### config.mk
export PLATFORM = sky130hd
export DESIGN_NAME = arpt_trigger
export DESIGN_NICKNAME = d
export VERILOG_FILES = /design/src/pkg/arpt_pkg.sv /design/src/hdl/arpt_sync2.sv /design/src/hdl/arpt_trigger.sv
export VERILOG_INCLUDE_DIRS = /design/src /design/src/pkg
export SDC_FILE = /design/constraint.sdc
export NUM_CORES = 1
export LEC_CHECK = 0
export BUFFER_PORTS_ARGS = -buffer_cell sky130_fd_sc_hd__buf_4
export CORE_MARGIN = 10
export CORE_UTILIZATION = 45
export CTS_BUF_LIST = sky130_fd_sc_hd__clkbuf_8
export DETAILED_ROUTE_END_ITERATION = 8
export HOLD_SLACK_MARGIN = 0.03
export PLACE_DENSITY = 0.73
export SYNTH_ARGS = -nofsm -noshare
export SYNTH_HDL_FRONTEND = slang
export SYNTH_HIERARCHICAL = 1
export SYNTH_SLANG_ARGS = --single-unit
### constraint.sdc
create_clock -name ref_clk -period 7 [get_ports ref_clk]
set_clock_uncertainty 0.05 [all_clocks]
set_input_delay 1.75 -clock ref_clk [delete_from_list [all_inputs] [get_ports ref_clk]]
set_output_delay 1.75 -clock ref_clk [all_outputs]
set_load 0.03 [all_outputs]
### src/pkg/arpt_regs.svh
// Purpose: Constants for the acquisition stop and hold trigger block
// Assumes: Included by the package and the design files
// Notes: Source select codes index one flat source vector
`ifndef ARPT_REGS_SVH
`define ARPT_REGS_SVH

`define ARPT_BUF_AW 16
`define ARPT_SRC_W 6
`define ARPT_SRC_VEC_W 64
`define ARPT_NUM_PFI 16
`define ARPT_NUM_BUS 8
`define ARPT_NUM_BP 8
`define ARPT_NUM_CTR 4
`define ARPT_NUM_PEER 3

`define ARPT_SRC_PFI_LSB 0
`define ARPT_SRC_BUS_LSB 16
`define ARPT_SRC_STAR 24
`define ARPT_SRC_CMP 25
`define ARPT_SRC_CTR_OUT_LSB 26
`define ARPT_SRC_CTR_GATE_LSB 30
`define ARPT_SRC_PEER_LSB 34

`define ARPT_ADDR_ZERO 16'h0000
`define ARPT_ADDR_ONE 16'h0001

`endif

### src/pkg/arpt_pkg.sv
// Purpose: Types for the acquisition stop and hold trigger block
// Assumes: arpt_regs.svh holds all widths
// Notes: Configuration is sampled only at acquisition start
`include "arpt_regs.svh"

package arpt_pkg;

  typedef struct packed {
    logic [`ARPT_BUF_AW-1:0] buf_size;
    logic [`ARPT_BUF_AW-1:0] pre_count;
    logic [`ARPT_SRC_W-1:0] stop_src;
    logic stop_falling;
    logic hold_en;
    logic [`ARPT_SRC_W-1:0] hold_src;
    logic hold_active_high;
  } arpt_cfg_type;

  typedef struct packed {
    logic [`ARPT_NUM_PFI-1:0] pfi_stop;
    logic [`ARPT_NUM_PFI-1:0] pfi_hold;
    logic [`ARPT_NUM_BUS-1:0] bus_stop;
    logic [`ARPT_NUM_BUS-1:0] bus_hold;
    logic [`ARPT_NUM_BP-1:0] bp_stop;
    logic star_line_hold;
    logic star_out_stop;
    logic star_out_hold;
  } arpt_route_type;

  typedef struct packed {
    logic busy;
    logic armed;
    logic triggered;
    logic done;
    logic holding;
    logic [`ARPT_BUF_AW-1:0] trig_pos;
  } arpt_status_type;

  typedef struct packed {
    logic we;
    logic [`ARPT_BUF_AW-1:0] addr;
  } arpt_wr_type;

endpackage

### src/hdl/arpt_sync2.sv
// Purpose: Two-flop synchroniser for asynchronous trigger inputs
// Assumes: Inputs are slow compared with ref_clk
// Notes: First stage is read only by the second stage
`timescale 1ns/1ns
`default_nettype none

module arpt_sync2 #(
  parameter int WIDTH = 1
) (
  input wire logic ref_clk, // System clock
  input wire logic rst, // Synchronous reset, active high
  input wire logic [WIDTH-1:0] async_in, // Asynchronous levels
  output logic [WIDTH-1:0] sync_out // Synchronised levels
);

  logic [WIDTH-1:0] meta_r;

  always_ff @(posedge ref_clk) begin
    if (rst) begin
      meta_r <= '0;
      sync_out <= '0;
    end else begin
      meta_r <= async_in;
      sync_out <= meta_r;
    end
  end

endmodule // arpt_sync2

`default_nettype wire

### src/hdl/arpt_trigger.sv
// Purpose: Stop (reference) and hold (pause) trigger control for acquisition
// Assumes: Sample strobe and peer triggers are on ref_clk; pins are asynchronous
// Notes: Drives write enable and address of an external sample buffer
`timescale 1ns/1ns
`default_nettype none
`include "arpt_regs.svh"

module arpt_trigger
  import arpt_pkg::*;
(
  input wire logic ref_clk, // 100 MHz clock
  input wire logic rst, // Synchronous reset, active high
  input wire logic acq_start, // Start pulse
  input wire logic acq_abort, // Abort pulse
  input wire arpt_cfg_type cfg_in, // Settings, taken at start
  input wire arpt_route_type route_in, // Output routing
  input wire logic acq_sample_strobe, // Internal sample clock tick
  input wire logic [`ARPT_NUM_PFI-1:0] programmable_function_pin_i, // Pin levels
  input wire logic [`ARPT_NUM_BUS-1:0] bus_trigger_line_i, // Bus line levels
  input wire logic backplane_star_line_i, // Star line level
  input wire logic analog_compare_event, // Comparator output
  input wire logic [`ARPT_NUM_CTR-1:0] counter_out, // Counter outputs
  input wire logic [`ARPT_NUM_CTR-1:0] counter_gate, // Counter gates
  input wire logic [`ARPT_NUM_PEER-1:0] peer_stop_trig, // Other engines' triggers
  input wire logic [`ARPT_NUM_PEER-1:0] peer_hold_trig, // Other hold triggers
  output var arpt_wr_type buf_wr, // Buffer write strobe and slot
  output var arpt_status_type status, // Status for software
  output logic acq_stop_trigger, // Accepted stop pulse
  output logic acq_hold_trigger, // Hold active level
  output logic [`ARPT_NUM_PFI-1:0] programmable_function_pin_o, // Pin drive
  output logic [`ARPT_NUM_PFI-1:0] programmable_function_pin_oe, // Pin enable
  output logic [`ARPT_NUM_BUS-1:0] bus_trigger_line_o, // Bus line drive
  output logic [`ARPT_NUM_BUS-1:0] bus_trigger_line_oe, // Bus line enable
  output logic [`ARPT_NUM_BP-1:0] backplane_trigger_line_o, // Backplane drive
  output logic [`ARPT_NUM_BP-1:0] backplane_trigger_line_oe, // Backplane enable
  output logic backplane_star_line_o, // Star line drive
  output logic backplane_star_line_oe, // Star line enable
  output logic star_trigger_output // Star output
);

  typedef enum logic [1:0] {
    ST_IDLE,
    ST_PRE,
    ST_ARMED,
    ST_POST
  } arpt_state_type;

  arpt_state_type state_r;
  arpt_state_type state_nxt;
  arpt_cfg_type cfg_r;

  logic [`ARPT_NUM_PFI-1:0] pfi_s;
  logic [`ARPT_NUM_BUS-1:0] bus_s;
  logic star_s;
  logic cmp_s;

  logic [`ARPT_SRC_VEC_W-1:0] stop_vec;
  logic [`ARPT_SRC_VEC_W-1:0] hold_vec;
  logic stop_lvl;
  logic stop_prev_r;
  logic stop_edge;
  logic hold_lvl;
  logic hold_act;
  logic running;
  logic store;
  logic accept;
  logic finish;
  logic start_ok;

  logic [`ARPT_BUF_AW-1:0] addr_r;
  logic [`ARPT_BUF_AW-1:0] addr_nxt;
  logic [`ARPT_BUF_AW-1:0] pre_seen_r;
  logic [`ARPT_BUF_AW-1:0] post_left_r;
  logic [`ARPT_BUF_AW-1:0] post_need;

  // Pin-side inputs and the comparator only; peer and counter signals share ref_clk
  arpt_sync2 #(
    .WIDTH(`ARPT_NUM_PFI)
  ) u_sync_pfi (
    .ref_clk(ref_clk),
    .rst(rst),
    .async_in(programmable_function_pin_i),
    .sync_out(pfi_s)
  );

  arpt_sync2 #(
    .WIDTH(`ARPT_NUM_BUS)
  ) u_sync_bus (
    .ref_clk(ref_clk),
    .rst(rst),
    .async_in(bus_trigger_line_i),
    .sync_out(bus_s)
  );

  arpt_sync2 #(
    .WIDTH(1)
  ) u_sync_star (
    .ref_clk(ref_clk),
    .rst(rst),
    .async_in(backplane_star_line_i),
    .sync_out(star_s)
  );

  arpt_sync2 #(
    .WIDTH(1)
  ) u_sync_cmp (
    .ref_clk(ref_clk),
    .rst(rst),
    .async_in(analog_compare_event),
    .sync_out(cmp_s)
  );

  // Source vectors, unused codes read as zero
  always_comb begin
    stop_vec = '0;
    hold_vec = '0;
    stop_vec[`ARPT_SRC_PFI_LSB +: `ARPT_NUM_PFI] = pfi_s;
    stop_vec[`ARPT_SRC_BUS_LSB +: `ARPT_NUM_BUS] = bus_s;
    stop_vec[`ARPT_SRC_STAR] = star_s;
    stop_vec[`ARPT_SRC_CMP] = cmp_s;
    stop_vec[`ARPT_SRC_CTR_OUT_LSB +: `ARPT_NUM_CTR] = counter_out;
    stop_vec[`ARPT_SRC_PEER_LSB +: `ARPT_NUM_PEER] = peer_stop_trig;
    hold_vec[`ARPT_SRC_PFI_LSB +: `ARPT_NUM_PFI] = pfi_s;
    hold_vec[`ARPT_SRC_BUS_LSB +: `ARPT_NUM_BUS] = bus_s;
    hold_vec[`ARPT_SRC_STAR] = star_s;
    hold_vec[`ARPT_SRC_CMP] = cmp_s;
    hold_vec[`ARPT_SRC_CTR_OUT_LSB +: `ARPT_NUM_CTR] = counter_out;
    hold_vec[`ARPT_SRC_CTR_GATE_LSB +: `ARPT_NUM_CTR] = counter_gate;
    hold_vec[`ARPT_SRC_PEER_LSB +: `ARPT_NUM_PEER] = peer_hold_trig;
  end

  // Stop edge detection on the frozen source selection
  always_comb begin
    stop_lvl = stop_vec[cfg_r.stop_src];
    if (cfg_r.stop_src == `ARPT_SRC_W'(`ARPT_SRC_CMP)) begin
      stop_edge = stop_lvl & ~stop_prev_r;
    end else if (cfg_r.stop_falling) begin
      stop_edge = ~stop_lvl & stop_prev_r;
    end else begin
      stop_edge = stop_lvl & ~stop_prev_r;
    end
  end

  // Hold is a pure level compare, no edge history kept
  always_comb begin
    hold_lvl = hold_vec[cfg_r.hold_src];
    hold_act = cfg_r.hold_en & (hold_lvl == cfg_r.hold_active_high);
  end

  always_comb begin
    running = (state_r != ST_IDLE);
    store = acq_sample_strobe & running & ~hold_act & ~acq_abort;
    accept = (state_r == ST_ARMED) & stop_edge & ~acq_abort;
    start_ok = (state_r == ST_IDLE) & acq_start & (cfg_in.buf_size != `ARPT_ADDR_ZERO);
    if (addr_r == cfg_r.buf_size - `ARPT_ADDR_ONE) begin
      addr_nxt = `ARPT_ADDR_ZERO;
    end else begin
      addr_nxt = addr_r + `ARPT_ADDR_ONE;
    end
    if (cfg_in.buf_size > cfg_in.pre_count) begin
      post_need = cfg_in.buf_size - cfg_in.pre_count;
    end else begin
      post_need = `ARPT_ADDR_ZERO;
    end
  end

  // Completion: last posttrigger sample, or trigger with no posttrigger room
  always_comb begin
    finish = 1'b0;
    if (state_r == ST_POST && store && post_left_r == `ARPT_ADDR_ONE) begin
      finish = 1'b1;
    end else if (accept && post_left_r == `ARPT_ADDR_ZERO) begin
      finish = 1'b1;
    end
  end

  always_comb begin
    state_nxt = state_r;
    unique case (state_r)
      ST_IDLE: begin
        if (start_ok) begin
          state_nxt = ST_PRE;
        end
      end
      ST_PRE: begin
        if (pre_seen_r == cfg_r.pre_count) begin
          state_nxt = ST_ARMED;
        end
      end
      ST_ARMED: begin
        if (accept) begin
          state_nxt = finish ? ST_IDLE : ST_POST;
        end
      end
      ST_POST: begin
        if (finish) begin
          state_nxt = ST_IDLE;
        end
      end
    endcase
    if (acq_abort) begin
      state_nxt = ST_IDLE;
    end
  end

  always_ff @(posedge ref_clk) begin
    if (rst) begin
      state_r <= ST_IDLE;
    end else begin
      state_r <= state_nxt;
    end
  end

  // Settings are latched only when idle and starting
  always_ff @(posedge ref_clk) begin
    if (rst) begin
      cfg_r <= '0;
    end else if (start_ok) begin
      cfg_r <= cfg_in;
    end
  end

  // Edge history; primed at start so an already-high level is no edge
  always_ff @(posedge ref_clk) begin
    if (rst) begin
      stop_prev_r <= 1'b0;
    end else if (start_ok) begin
      stop_prev_r <= stop_vec[cfg_in.stop_src];
    end else begin
      stop_prev_r <= stop_lvl;
    end
  end

  // Circular write pointer
  always_ff @(posedge ref_clk) begin
    if (rst) begin
      addr_r <= `ARPT_ADDR_ZERO;
    end else if (start_ok) begin
      addr_r <= `ARPT_ADDR_ZERO;
    end else if (store) begin
      addr_r <= addr_nxt;
    end
  end

  // Pretrigger fill count, saturating at the programmed figure
  always_ff @(posedge ref_clk) begin
    if (rst) begin
      pre_seen_r <= `ARPT_ADDR_ZERO;
    end else if (start_ok) begin
      pre_seen_r <= `ARPT_ADDR_ZERO;
    end else if (store && state_r == ST_PRE && pre_seen_r != cfg_r.pre_count) begin
      pre_seen_r <= pre_seen_r + `ARPT_ADDR_ONE;
    end
  end

  // Posttrigger samples still owed
  always_ff @(posedge ref_clk) begin
    if (rst) begin
      post_left_r <= `ARPT_ADDR_ZERO;
    end else if (start_ok) begin
      post_left_r <= post_need;
    end else if (store && state_r == ST_POST) begin
      post_left_r <= post_left_r - `ARPT_ADDR_ONE;
    end
  end

  always_ff @(posedge ref_clk) begin
    if (rst) begin
      buf_wr <= '0;
    end else begin
      buf_wr.we <= store;
      buf_wr.addr <= addr_r;
    end
  end

  // Status; a sample stored with the trigger counts as pretrigger
  always_ff @(posedge ref_clk) begin
    if (rst) begin
      status <= '0;
    end else begin
      status.busy <= (state_nxt != ST_IDLE);
      status.armed <= (state_nxt == ST_ARMED);
      status.holding <= hold_act & running;
      if (start_ok) begin
        status.done <= 1'b0;
        status.triggered <= 1'b0;
      end else begin
        if (accept) begin
          status.triggered <= 1'b1;
          status.trig_pos <= store ? addr_nxt : addr_r;
        end
        if (finish) begin
          status.done <= 1'b1;
        end
      end
    end
  end

  always_ff @(posedge ref_clk) begin
    if (rst) begin
      acq_stop_trigger <= 1'b0;
      acq_hold_trigger <= 1'b0;
    end else begin
      acq_stop_trigger <= accept;
      acq_hold_trigger <= hold_act & running;
    end
  end

  // Pin drive; a PFI pin or bus line routed both ways carries the stop pulse
  always_ff @(posedge ref_clk) begin
    if (rst) begin
      programmable_function_pin_o <= '0;
      programmable_function_pin_oe <= '0;
      bus_trigger_line_o <= '0;
      bus_trigger_line_oe <= '0;
      backplane_trigger_line_o <= '0;
      backplane_trigger_line_oe <= '0;
      backplane_star_line_o <= 1'b0;
      backplane_star_line_oe <= 1'b0;
      star_trigger_output <= 1'b0;
    end else begin
      programmable_function_pin_oe <= route_in.pfi_stop | route_in.pfi_hold;
      programmable_function_pin_o <= (route_in.pfi_stop & {`ARPT_NUM_PFI{accept}}) |
        (route_in.pfi_hold & ~route_in.pfi_stop & {`ARPT_NUM_PFI{hold_act & running}});
      bus_trigger_line_oe <= route_in.bus_stop | route_in.bus_hold;
      bus_trigger_line_o <= (route_in.bus_stop & {`ARPT_NUM_BUS{accept}}) |
        (route_in.bus_hold & ~route_in.bus_stop & {`ARPT_NUM_BUS{hold_act & running}});
      backplane_trigger_line_oe <= route_in.bp_stop;
      backplane_trigger_line_o <= route_in.bp_stop & {`ARPT_NUM_BP{accept}};
      backplane_star_line_oe <= route_in.star_line_hold;
      backplane_star_line_o <= route_in.star_line_hold & hold_act & running;
      star_trigger_output <= (route_in.star_out_stop & accept) |
        (route_in.star_out_hold & hold_act & running);
    end
  end

endmodule // arpt_trigger

`default_nettype wire

==> impl_metrics.ini <==
[clock_tree]
hold_buffers = 0
cts.sinks = 256
clkTransAtPathRegs_ns = 0.06
htreeDepth = 2
post-cts-setup-buffer-count = 0
clockBufferDepth = 3
clk_latency_ns = 0.54
cts_resized = 0
cts-root-buf = clkbuf_8
cts_inserted_buffers = 43
cts_tree = done

[routing]
vias_per_cell = 5.30
drc = 0
wl_per_cell_um = 17.5
wirelength_mm = 33.2
drt_iter0_drc = 698
first_pass_iters = 5
ant_nets = 0
vias = 10000

[synth]
syn_area_um2 = 11500
synth_edf_count = 0
yosysWarnings = 6
async_flop_share_pct = 0
postSynthCellCount = 1295
syn_nets = 1468
synth_cell_types = 81
syn_area_per_cell_um2 = 8.86
yosysSeqAreaShare_pct = 44.7
ys_seq_elements = 256
ys.flop_type = dfxtp_1

[place]
placed_area_um2 = 13500
dpl.hpwl_mm = 24.6
port_buffers = 257
place.gp.congestion = 0.909

[timing]
tns_ns = 0
fin_crit_sh_pct = 61.7
setup_viol = 0
period_needed_ns = 4.32
timing.slew.headroom_pct = 26.1
rsz0062_at_grt = no
fmax_mhz = 231
maxSlewViolCount = 0
hold_viol_final = 0
worstMarginPinSlew_ns = 1.11

[job]
maxCapViolations = 0

[global_routing]
grt-ovfl-total = 0
grt_use_total_pct = 19.2
grt_pass1_wl_mm = 52.0
grt_start_max_net_pins = 100
grt_pass1_vias = 9853
antenna_found_initial = 0

[critical_path]
cp_top_family = multiplexers
path_class = in2reg
crit_chain = buf_4 > mux4_2 > mux2_2 > o221ai_1 > nand3_1 > mux2i_1 > and2_4 > nor2b_2 > buf_4 > nand2_1 > o21ai_0
critPathLaunchType = input pin
slowest_stage = mux4_2
critPathArrivalTime_ns = 4.71
critical_path.most_common_cell = buf_4
worstPathRequired_ns = 7.39
slowest_delay_ns = 0.46
crit_fanout = 35
path_buf_inv = 2
cp-end-kind = flop

[power_and_ir_drop]
cellLeakagePower_nw = 5.92
p_sw_mw = 0.899
p_clk_share_pct = 38.3
ir_drop_mv = 0.163
power-per-cell-area_nw_per_um2 = 231
power_frac_comb_pct = 14.6
total_power_mw = 3.30
p_int_mw = 2.40
power_frac_seq_pct = 47.1
switching_share_pct = 27.3

[layout]
nFillCells = 2271
synthToLayoutAreaGrowth_pct = 24.6
final_area_um2 = 14300
fin_nets = 1707
drive_above_1_share_pct = 24.3
seq_area_um2 = 5120
insertedDiodeCount = 0
multi_input_area_um2 = 5830

[floorplan]
initial_core_util_pct = 45.7
ios = 258
rows = 58
die_width_um = 180
die_area_um2 = 32300
fp.dieH_um = 180
core_um2 = 25100

[outcome]
status = complete, no violations

[min_path]
min_path_type = reg2reg
final timing paths:
| path | startpoint | endpoint | slack (ns) | depth (start not counted) |
|---|---|---|---|---|
| setup / recovery | counter_out[1] | status[11] | 2.68 | 11 |
| hold / removal | u_sync_bus/meta_r[6] | u_sync_bus/sync_out[6] | 0.38 | 1 |
| setup reg to reg | cfg_r[1] | status[19] | 3.06 | 10 |
| hold reg to reg | u_sync_bus/meta_r[6] | u_sync_bus/sync_out[6] | 0.38 | 1 |
placed cells by master, fill, tap and decap left out, drive strengths merged, types with 24 or more instances in the layout:
cell type / Yosys / layout
buf: 31 / 262
inv: 40 / 54
nand3: 30 / 30
nor3: 28 / 28
xnor2: 49 / 49
nor2b: 76 / 76
o21ai: 63 / 63
dfxtp: 256 / 256
a21oi: 89 / 89
nand2: 194 / 194
clkbuf: 37 / 49
mux4: 24 / 24
nor2: 134 / 134
logic make-up (layout without fill, tap and decap cells):
group	after synthesis	in the layout	share of synthesized area, %
AOI/OAI and AO/OA	235	235	12.5
xor gates and xnor gates	71	71	5.42
adders and majority gates	22	22	2.46
buffers and inverters	108	375	4.61
DFF	256	256	44.7
muxes	33	33	5.67
and+or+nand+nor	570	570	24.7
synth_stat cells (7+ instances only):
library cell / instances / area [um^2]
dfxtp_1: 256 / 5120
nand3_1: 30 / 150
o21ai_0: 63 / 315
mux2i_1: 8 / 80.1
or3_1: 9 / 56.3
nor3_1: 26 / 130
buf_2: 9 / 45.0
a21oi_1: 89 / 445
a211oi_1: 22 / 165
buf_6: 8 / 90.1
and2_1: 12 / 75.1
xnor2_1: 49 / 429
nor4_1: 13 / 81.3
clkbuf_1: 34 / 128
nand2_1: 193 / 724
a21o_1: 9 / 67.6
nor2b_1: 69 / 432
and3_1: 8 / 50.1
buf_1: 8 / 30.0
nor2_1: 134 / 503
nor2b_2: 7 / 61.3
o21a_1: 9 / 67.6
nand4_1: 16 / 100
ha_1: 21 / 263
inv_1: 40 / 150
mux4_2: 19 / 428
xor2_1: 22 / 193
power groups by stage:
stage	Combinational, mW	Sequential (mW)	Clock (mW)
2_1_floorplan	0.291	1.59	0
3_3_place_gp	0.468	1.58	0
3_5_place_dp	0.475	1.59	0
4_1_cts	0.477	1.55	1.29
5_1_grt	0.525	1.56	1.36
6_report	0.481	1.56	1.26
layout make-up:
class | count | share of cell area [%]
timing repair buffer | 262 | 13.8
sequential | 256 | 35.8
multi-input combinational | 931 | 40.8
clock inverter | 24 | 0.945
inverter | 40 | 1.05
tap | 330 | 2.89
clock buffer | 49 | 4.72
metrics by stage:
stage / instances / setup WS [ns] / hold WS (ns) / utilization [%]
global route: 1892 / 2.55 / 0.393 / 56.9
detailed placement: 1819 / 2.24 / 0.372 / 53.7
global placement: 1819 / 2.32 / 0.368 / 53.7
CTS: 1892 / 2.72 / 0.383 / 56.9
floorplan: 1295 / 2.62 / 0.364 / -
finish: 1892 / 2.68 / 0.379 / 56.9
state kept, by name, summed over array words and instances (netlist names), 2 cells and up:
signal / count
cfg_r: 47
status: 20
buf_wr: 17
addr_r: 16
post_left_r: 16
pre_seen_r: 16
programmable_function_pin_o: 16
programmable_function_pin_oe: 16
u_sync_pfi/meta_r: 16
u_sync_pfi/sync_out: 16
backplane_trigger_line_o: 8
backplane_trigger_line_oe: 8
bus_trigger_line_o: 8
bus_trigger_line_oe: 8
u_sync_bus/meta_r: 8
u_sync_bus/sync_out: 8
state_r: 2
layer usage:
metal	wire length (um)	up-vias	GRT usage (%)
li1	-	4926	-
met1	13800	4686	23.3
met2	16300	372	33.2
met3	2330	51	4.64
met4	665	0	5.43
met5	0	-	0
Power figures use the tool's default switching activity.
